$ cat config.mk
export PLATFORM = sky130hd
export DESIGN_NAME = lvs_ctrl
export DESIGN_NICKNAME = d
export VERILOG_FILES = /design/src/lvs_pkg.sv /design/src/lvs_ctrl.sv /design/src/lvs_sync.sv
export VERILOG_INCLUDE_DIRS = /design/src
export SDC_FILE = /design/constraint.sdc
export NUM_CORES = 1
export LEC_CHECK = 0
export ABC_AREA = 1
export BUFFER_PORTS_ARGS = -buffer_cell sky130_fd_sc_hd__buf_2
export CELL_PAD_IN_SITES_DETAIL_PLACEMENT = 0
export CELL_PAD_IN_SITES_GLOBAL_PLACEMENT = 1
export CORE_ASPECT_RATIO = 0.9
export CORE_MARGIN = 1.5
export CORE_UTILIZATION = 29
export CTS_BUF_LIST = sky130_fd_sc_hd__clkbuf_8
export CTS_CLUSTER_SIZE = 40
export DETAILED_ROUTE_END_ITERATION = 10
export GPL_TIMING_DRIVEN = 1
export PLACE_DENSITY_LB_ADDON = 0.1
export SLEW_MARGIN = 20
export SYNTH_ARGS = -nofsm -noshare
export SYNTH_HDL_FRONTEND = slang
export SYNTH_SLANG_ARGS = --single-unit
$ cat constraint.sdc
create_clock -name i_clk -period 1.2 [get_ports i_clk]
set_clock_uncertainty 0.15 [all_clocks]
set_input_delay 0.18 -clock i_clk [delete_from_list [all_inputs] [get_ports i_clk]]
set_output_delay 0.18 -clock i_clk [all_outputs]
set_load 0.05 [all_outputs]
$ cat src/lvs_defs.svh
`ifndef LVS_DEFS_SVH
`define LVS_DEFS_SVH

// Register addresses in the data space.
`define LVS_CTRL_ADDR   16'hffbe
`define LVS_LEVEL_ADDR  16'hffbf

// Field positions of the detector control register.
`define LVS_DET_EN_BIT  3'h7
`define LVS_REF_EN_BIT  3'h4
`define LVS_MODE_BIT    3'h1
`define LVS_FLAG_BIT    3'h0

// Reset values, the prohibited level code and the lowest code left unused by the 3.5 V power-on-clear.
`define LVS_CTRL_RST    8'h00
`define LVS_LEVEL_RST   3'h0
`define LVS_LEVEL_BAD   3'h7
`define LVS_LEVEL_HIGH0 3'h4

`endif

$ cat src/lvs_pkg.sv
package lvs_pkg;

    // Power-on-clear option fixed at build time.
    typedef enum logic [1:0] {
        LVS_POC_NONE = 2'b00,
        LVS_POC_LOW  = 2'b01,
        LVS_POC_HIGH = 2'b10
    } lvs_poc_opt_t;

    // One register access from the core.
    typedef struct packed {
        logic [15:0] addr;
        logic [7:0]  wdata;
        logic        byte_we;
        logic        bit_we;
        logic [2:0]  bit_idx;
        logic        bit_val;
        logic        rd;
    } lvs_bus_t;

    // Writable control bits of the detector control register.
    typedef struct packed {
        logic detector_enable;
        logic reference_enable;
        logic reset_or_irq_select;
    } lvs_ctrl_t;

endpackage

$ cat src/lvs_ctrl.sv
// Summary of operation
// - Power-on-clear comparator below threshold forces the internal reset.
// - A detector-caused reset sets bit 0 of the reset cause register.
// - Control register takes bit and byte writes; external reset clears it.
// - Bit 0 of the control register is the read-only detection flag.
// - Detector enable bit 7 starts the comparator; clearing it stops detection.
// - With power-on-clear fitted the reference always runs; its enable is ignored.
// - Mode bit 1 picks interrupt at 0 or internal reset at 1.
// - Flag is 1 below threshold, 0 above it or while disabled.
// - Enabled in interrupt mode, the flag drives the interrupt request line.
// - Enable, reference and mode bits survive only the detector's own reset.
// - Level register takes byte writes only; external reset clears it.
// - Level codes 0 to 6 pick 4.3 V down to 3.1 V; 7 prohibited.
// - With 3.5 V power-on-clear, codes 4 to 6 unused; power-on-clear wins.
// - Detector keeps working and acting in stop mode.
`timescale 1ns/1ns
`default_nettype none

`include "lvs_defs.svh"

module lvs_ctrl
    import lvs_pkg::*;
#(
    parameter lvs_poc_opt_t POC_OPTION = LVS_POC_LOW
) (
    // Clock and external reset input.
    input  wire logic       i_clk,
    input  wire logic       i_rst,
    // Other internal reset sources, such as watchdog or clock monitor.
    input  wire logic       i_other_rst,
    // Software clear of the detector reset cause.
    input  wire logic       i_cause_clr,
    // Stop mode indication from the core.
    input  wire logic       i_stop,
    // Register access from the core.
    input  wire lvs_bus_t   i_bus,
    output logic [7:0]      o_rdata,
    // Analog comparators, asynchronous.
    input  wire logic       i_poc_below,
    input  wire logic       i_droop_below,
    // Analog controls.
    output logic            o_cmp_en,
    output logic            o_ref_en,
    output logic [2:0]      o_level_code,
    // Results.
    output logic            o_undervoltage_irq,
    output logic            o_int_rst,
    output logic            o_undervoltage_reset_cause
);

    // Address match, used by both the write and the read paths.
    function automatic logic addr_hit(input logic [15:0] a, input logic [15:0] off);
        addr_hit = (a == off);
    endfunction

    lvs_ctrl_t  ctrl_r;
    lvs_ctrl_t  ctrl_nxt;
    logic [2:0] level_r;
    logic [2:0] level_nxt;
    logic       cause_r;
    logic       cause_nxt;
    logic [7:0] rdata_r;
    logic [7:0] rdata_nxt;
    logic [1:0] cmp_s;
    logic       poc_s;
    logic       undervoltage_flag;
    logic       droop_rst;
    logic       hit_ctrl;
    logic       hit_level;
    logic [7:0] ctrl_rd;

    // Comparator outputs are asynchronous to the core clock.
    lvs_sync #(
        .WIDTH (2)
    ) u_sync (
        .i_clk   (i_clk),
        .i_async ({i_poc_below, i_droop_below}),
        .o_sync  (cmp_s)
    );

    // Without the power-on-clear option the comparator reads as never tripped.
    assign poc_s = (POC_OPTION != LVS_POC_NONE) && cmp_s[1];

    // Flag and its routing; stop mode gates nothing here, detection runs on.
    assign undervoltage_flag  = ctrl_r.detector_enable && cmp_s[0];
    assign o_undervoltage_irq = undervoltage_flag && !ctrl_r.reset_or_irq_select;
    assign droop_rst          = undervoltage_flag && ctrl_r.reset_or_irq_select;
    assign o_int_rst          = poc_s || droop_rst;

    // Analog controls; the reference is forced on when power-on-clear is fitted.
    assign o_cmp_en     = ctrl_r.detector_enable;
    assign o_ref_en     = (POC_OPTION != LVS_POC_NONE) || ctrl_r.reference_enable;
    assign o_level_code = level_r;
    assign o_undervoltage_reset_cause = cause_r;

    assign hit_ctrl  = addr_hit(i_bus.addr, `LVS_CTRL_ADDR);
    assign hit_level = addr_hit(i_bus.addr, `LVS_LEVEL_ADDR);

    // Control register image; unused bits read zero.
    always_comb begin
        ctrl_rd = 8'h00;
        ctrl_rd[`LVS_DET_EN_BIT] = ctrl_r.detector_enable;
        ctrl_rd[`LVS_REF_EN_BIT] = ctrl_r.reference_enable;
        ctrl_rd[`LVS_MODE_BIT]   = ctrl_r.reset_or_irq_select;
        ctrl_rd[`LVS_FLAG_BIT]   = undervoltage_flag;
    end

    // Control register next value. The detector's own reset is not a clear
    // source, so a droop reset leaves the settings in place and the part
    // comes back up still watching the supply.
    always_comb begin
        ctrl_nxt = ctrl_r;
        if (poc_s || i_other_rst) begin
            ctrl_nxt = '0;
        end else if (hit_ctrl && i_bus.byte_we) begin
            ctrl_nxt.detector_enable     = i_bus.wdata[`LVS_DET_EN_BIT];
            ctrl_nxt.reference_enable    = i_bus.wdata[`LVS_REF_EN_BIT];
            ctrl_nxt.reset_or_irq_select = i_bus.wdata[`LVS_MODE_BIT];
        end else if (hit_ctrl && i_bus.bit_we) begin
            case (i_bus.bit_idx)
                `LVS_DET_EN_BIT: begin
                    ctrl_nxt.detector_enable = i_bus.bit_val;
                end
                `LVS_REF_EN_BIT: begin
                    ctrl_nxt.reference_enable = i_bus.bit_val;
                end
                `LVS_MODE_BIT: begin
                    ctrl_nxt.reset_or_irq_select = i_bus.bit_val;
                end
                default: begin
                    ctrl_nxt = ctrl_r;
                end
            endcase
        end
    end

    // Level register next value. Bit writes are ignored, and the prohibited
    // code is refused so the comparator never sees an undefined tap.
    always_comb begin
        level_nxt = level_r;
        if (poc_s) begin
            level_nxt = `LVS_LEVEL_RST;
        end else if (hit_level && i_bus.byte_we
                     && (i_bus.wdata[2:0] != `LVS_LEVEL_BAD)) begin
            level_nxt = i_bus.wdata[2:0];
        end
    end

    // Reset cause: power-on-clear wipes it; a new detector reset beats a clear.
    always_comb begin
        cause_nxt = cause_r;
        if (poc_s) begin
            cause_nxt = 1'b0;
        end else if (droop_rst) begin
            cause_nxt = 1'b1;
        end else if (i_cause_clr) begin
            cause_nxt = 1'b0;
        end
    end

    // Read data is registered one cycle after the read strobe.
    always_comb begin
        rdata_nxt = rdata_r;
        if (i_bus.rd) begin
            if (hit_ctrl) begin
                rdata_nxt = ctrl_rd;
            end else if (hit_level) begin
                rdata_nxt = {5'h00, level_r};
            end else begin
                rdata_nxt = 8'h00;
            end
        end
    end

    // State registers with the external reset input.
    always_ff @(posedge i_clk) begin
        if (i_rst) begin
            ctrl_r  <= '0;
            level_r <= `LVS_LEVEL_RST;
            cause_r <= 1'b0;
            rdata_r <= 8'h00;
        end else begin
            ctrl_r  <= ctrl_nxt;
            level_r <= level_nxt;
            cause_r <= cause_nxt;
            rdata_r <= rdata_nxt;
        end
    end

    assign o_rdata = rdata_r;
endmodule // lvs_ctrl

`default_nettype wire

$ cat src/lvs_sync.sv
`timescale 1ns/1ns
`default_nettype none

// Two-flop synchroniser, one lane per comparator output.
module lvs_sync
    import lvs_pkg::*;
#(
    parameter int WIDTH = 2
) (
    // Clock.
    input  wire logic             i_clk,
    // Asynchronous comparator levels.
    input  wire logic [WIDTH-1:0] i_async,
    // Synchronised levels.
    output logic      [WIDTH-1:0] o_sync
);

    logic [WIDTH-1:0] meta_r;
    logic [WIDTH-1:0] sync_r;

    // The first stage feeds only the second, so no logic sees a metastable level.
    genvar g;
    generate
        for (g = 0; g < WIDTH; g++) begin : g_lane
            always_ff @(posedge i_clk) begin
                meta_r[g] <= i_async[g];
                sync_r[g] <= meta_r[g];
            end
        end
    endgenerate

    assign o_sync = sync_r;

endmodule // lvs_sync

`default_nettype wire

==> flow_metrics.env <==
export IMPL_power_frac_seq_pct=44.2
export IMPL_ir_drop_mv=0.578
export IMPL_fp_dieArea_um2=3610
export IMPL_wl_per_cell_um=9.30
export IMPL_crit_arrival_ns=0.95
export IMPL_violations="negative setup slack"
export IMPL_p_int_uw=914
export IMPL_critPathBufInv=2
export IMPL_cts_htree_levels=1
export IMPL_drtIter0Drc=20
export IMPL_globalplace_congestion=0.749
export IMPL_synth_top_area_cell="dfxtp_1"
export IMPL_num_antenna_cells=0
export IMPL_crit_path_end_kind="primary output"
export IMPL_post_dp_hpwl_mm=1.91
export IMPL_syn_inst=143
export IMPL_startpoint="o_cmp_en$_SDFFE_PP0P_"
export IMPL_areaGrowthSynthToFinish_pct=53.4
export IMPL_p_sw_uw=318
export IMPL_maxCapViolCount=0
export IMPL_cp_cell_sequence="nand2_4 -> inv_4 -> nand2_4 -> nand2_4 -> buf_8"
export IMPL_wirelength_mm=2.27
export IMPL_crit_family="flip-flops"
export IMPL_yosysWarnings=0
export IMPL_drc=0
export IMPL_fin_crit_ns=1.28
export IMPL_crit_fanout=2
export IMPL_crit_required_ns=0.87
export IMPL_avgSynthCellArea_um2=6.61
export IMPL_row_count=19
export IMPL_hp_class="primary input to flop"
export IMPL_fin_setup_tns_ns=-0.179
export IMPL_leakage_nw=0.773
export IMPL_drt_pass1_iter_count=4
export IMPL_path_clk_slew_ns=0.06
export IMPL_grt_ovfl_total=0
export IMPL_core_um2=3090
export IMPL_finalSetupViolCount=3
export IMPL_setup_worst_path_start_class="flop"
export IMPL_hold_violations=0
export IMPL_netSwitchingFraction_pct=25.8
export IMPL_grt_max_degree=11
export IMPL_antenna_found_initial=0
export IMPL_io_pins=54
export IMPL_fmax_mhz=778
export IMPL_cts_sinks=16
export IMPL_outcome="complete, but fails checks"
export IMPL_grt_pass1_vias=988
export IMPL_synth_top_cell_area_share_pct=33.9
export IMPL_power_total_mw=1.23
export IMPL_pwr_share_comb_pct=17.4
export IMPL_syn_area_um2=945
export IMPL_post_route_period_util_pct=107
export IMPL_worst_r2r_setup_slack_ns=0.05
export IMPL_grt_pass1_wl_mm=4.05
export IMPL_initial_core_util_pct=30.6
export IMPL_cpMostUsedCell="nand2_4"
export IMPL_synth_area_top_cells="dfxtp_1, nand2_1, inv_1"
export IMPL_cts_buffers=3
export IMPL_synth_seq_area_share_pct=33.9
export IMPL_die_w_um=63.2
export IMPL_slowest_stage="dfxtp_4"
export IMPL_slew_violations=0
export IMPL_worstHoldPathCells=4
export IMPL_vias_per_cell=4.24
export IMPL_cp_depth=5
export IMPL_gr_usage_all_layers_pct=14.2
export IMPL_reg2reg_from="o_cmp_en$_SDFFE_PP0P_"
export IMPL_io_buffers=45
export IMPL_reg2reg_depth=6
export IMPL_critPathCapture="o_int_rst"
export IMPL_antenna_left=0
export IMPL_clk_latency_ns=0.25
export IMPL_clockBufferDepth=2
export IMPL_synth_seq_cells=16
export IMPL_yosysUniqueCellTypes=21
export IMPL_clockPowerShare_pct=38.4
export IMPL_layout_nets=241
export IMPL_clock_root_buffer="clkbuf_8"
export IMPL_power_per_cell_area_nw_per_um2=851
export IMPL_critical_path_max_stage_delay_ns=0.35
export IMPL_fin_ws_ns=-0.0847
export IMPL_via_count=1034
export IMPL_final_layout_size_suffix_gt1_share_pct=44.1
export IMPL_reg2reg_to="o_rdata[0]$_SDFFE_PP0P_"
export IMPL_rsz0062_at_grt="true"
export IMPL_cts_tree="built"
export IMPL_die_y_um=57.1
export IMPL_crit_type="flop to primary output"
==> cell families after synthesis <==
group | after synthesis | synth area share [%]
AOI/OAI and AO/OA | 14 | 7.42
buffers and inverters | 31 | 14.0
DFF | 16 | 33.9
other | 2 | 0.795
and+or+nand+nor | 80 | 43.8
==> layout by cell type (no fill, tap or decap) <==
| cell type | instances |
|---|---|
| nor3_4 | 1 |
| buf_6 | 3 |
| or2_2 | 1 |
| buf_2 | 37 |
| clkbuf_8 | 4 |
| dfxtp_4 | 1 |
| nand2_2 | 5 |
| a21oi_2 | 1 |
| nand2_4 | 4 |
| dfxtp_2 | 2 |
| nand3_1 | 9 |
| nor2_4 | 3 |
| inv_2 | 3 |
| clkbuf_4 | 2 |
| conb_1 | 4 |
| nand3_2 | 3 |
| a21oi_1 | 7 |
| o21ai_1 | 3 |
| nor2_8 | 1 |
| buf_8 | 2 |
| nand4_1 | 3 |
| o21ai_0 | 3 |
| dlygate4sd3_1 | 4 |
| inv_4 | 1 |
| buf_4 | 10 |
| nor2_2 | 5 |
| nor2_1 | 14 |
| nand2_1 | 31 |
| dfxtp_1 | 13 |
| inv_1 | 22 |
==> per-stage QoR <==
stage	instances	cell area [µm²]	util [%]	hold slack, ns	setup WS, ns
2_1_floorplan	145	973	-	0.0577	0.0224
3_3_place_gp	234	1270	41.1	0.133	-0.0911
3_5_place_dp	234	1270	41.1	0.134	-0.114
4_1_cts	244	1430	46.4	0.0232	-0.107
5_1_grt	244	1450	46.9	0.0404	-0.132
6_report	244	1450	46.9	0.0283	-0.0847
==> flip-flops by register name, indices dropped and copies added, names as in the netlist <==
signal	flops
u_sync.meta_r	2
o_level_code	3
o_cmp_en	1
o_undervoltage_reset_cause	1
ctrl_r	2
o_rdata	5
u_sync.o_sync	2
==> cells in the mapped netlist <==
cell and n:
nor3_4 1, a21oi_1 8, nand3_1 9, nand2_4 1, inv_2 3, dfxtp_1 16
nand2_2 5, o21ai_1 3, nor2_4 2, or2_2 1, nand3_2 3, nand4_1 3
clkbuf_2 1, buf_4 4, nor2_8 1, conb_1 2, nor2_1 16, nand2_1 34
nor2_2 4, inv_1 23, o21ai_0 3
==> what timing repair did <==
action / 4_1_cts / 5_1_grt
setup endpoints to repair: 6 / 10
resized for setup: 19 / 5
pin swaps: 3 / 4
hold buffers: 4 / 0
setup buffers: 2 / 0
hold endpoints to repair: 3 / 0
==> power groups by stage <==
stage          combinational [mW]  sequential, mW  clock [mW]
2_1_floorplan               0.112           0.565           0
3_3_place_gp                0.195           0.555           0
3_5_place_dp                0.199           0.555           0
4_1_cts                     0.215           0.544       0.490
5_1_grt                     0.237           0.545       0.511
6_report                    0.215           0.544       0.474
==> worst register-to-register path: stages (launching register included) <==
cell and delay (ns):
dfxtp_4 0.35, nand2_4 0.08, inv_4 0.04, buf_4 0.12, buf_4 0.12, a21oi_2 0.11
a21oi_1 0.07
==> worst min path at each step <==
stage,end,slack (ns),start
6_report,o_undervoltage_reset_cause$_SDFFE_PP0P_,0.03,i_cause_clr
5_1_grt,o_cmp_en$_SDFFE_PP0P_,0.04,i_other_rst
3_3_place_gp,u_sync.meta_r[1]$_DFF_P_,0.13,i_poc_below
4_1_cts,o_undervoltage_reset_cause$_SDFFE_PP0P_,0.02,i_cause_clr
3_5_place_dp,u_sync.meta_r[1]$_DFF_P_,0.13,i_poc_below
2_1_floorplan,u_sync.meta_r[0]$_DFF_P_,0.06,i_droop_below
==> layout make-up <==
class                           count  area [µm²]
Inverter                           26         100
Multi-Input combinational cell     98         536
Clock buffer                        4        55.1
Fill cell                         334        1640
Tap cell                           42        52.6
Sequential cell                    16         327
Timing Repair Buffer               58         379
==> layer usage <==
metal / global-route usage, % / vias to the layer above / routed length (µm)
met4: 2.86 / 0 / 4
met1: 18.2 / 461 / 1060
met3: 4.14 / 2 / 120
li1: - / 545 / -
met2: 24.0 / 26 / 1080
met5: 0 / - / 0
Note: power is estimated with default switching activity, not from simulation.
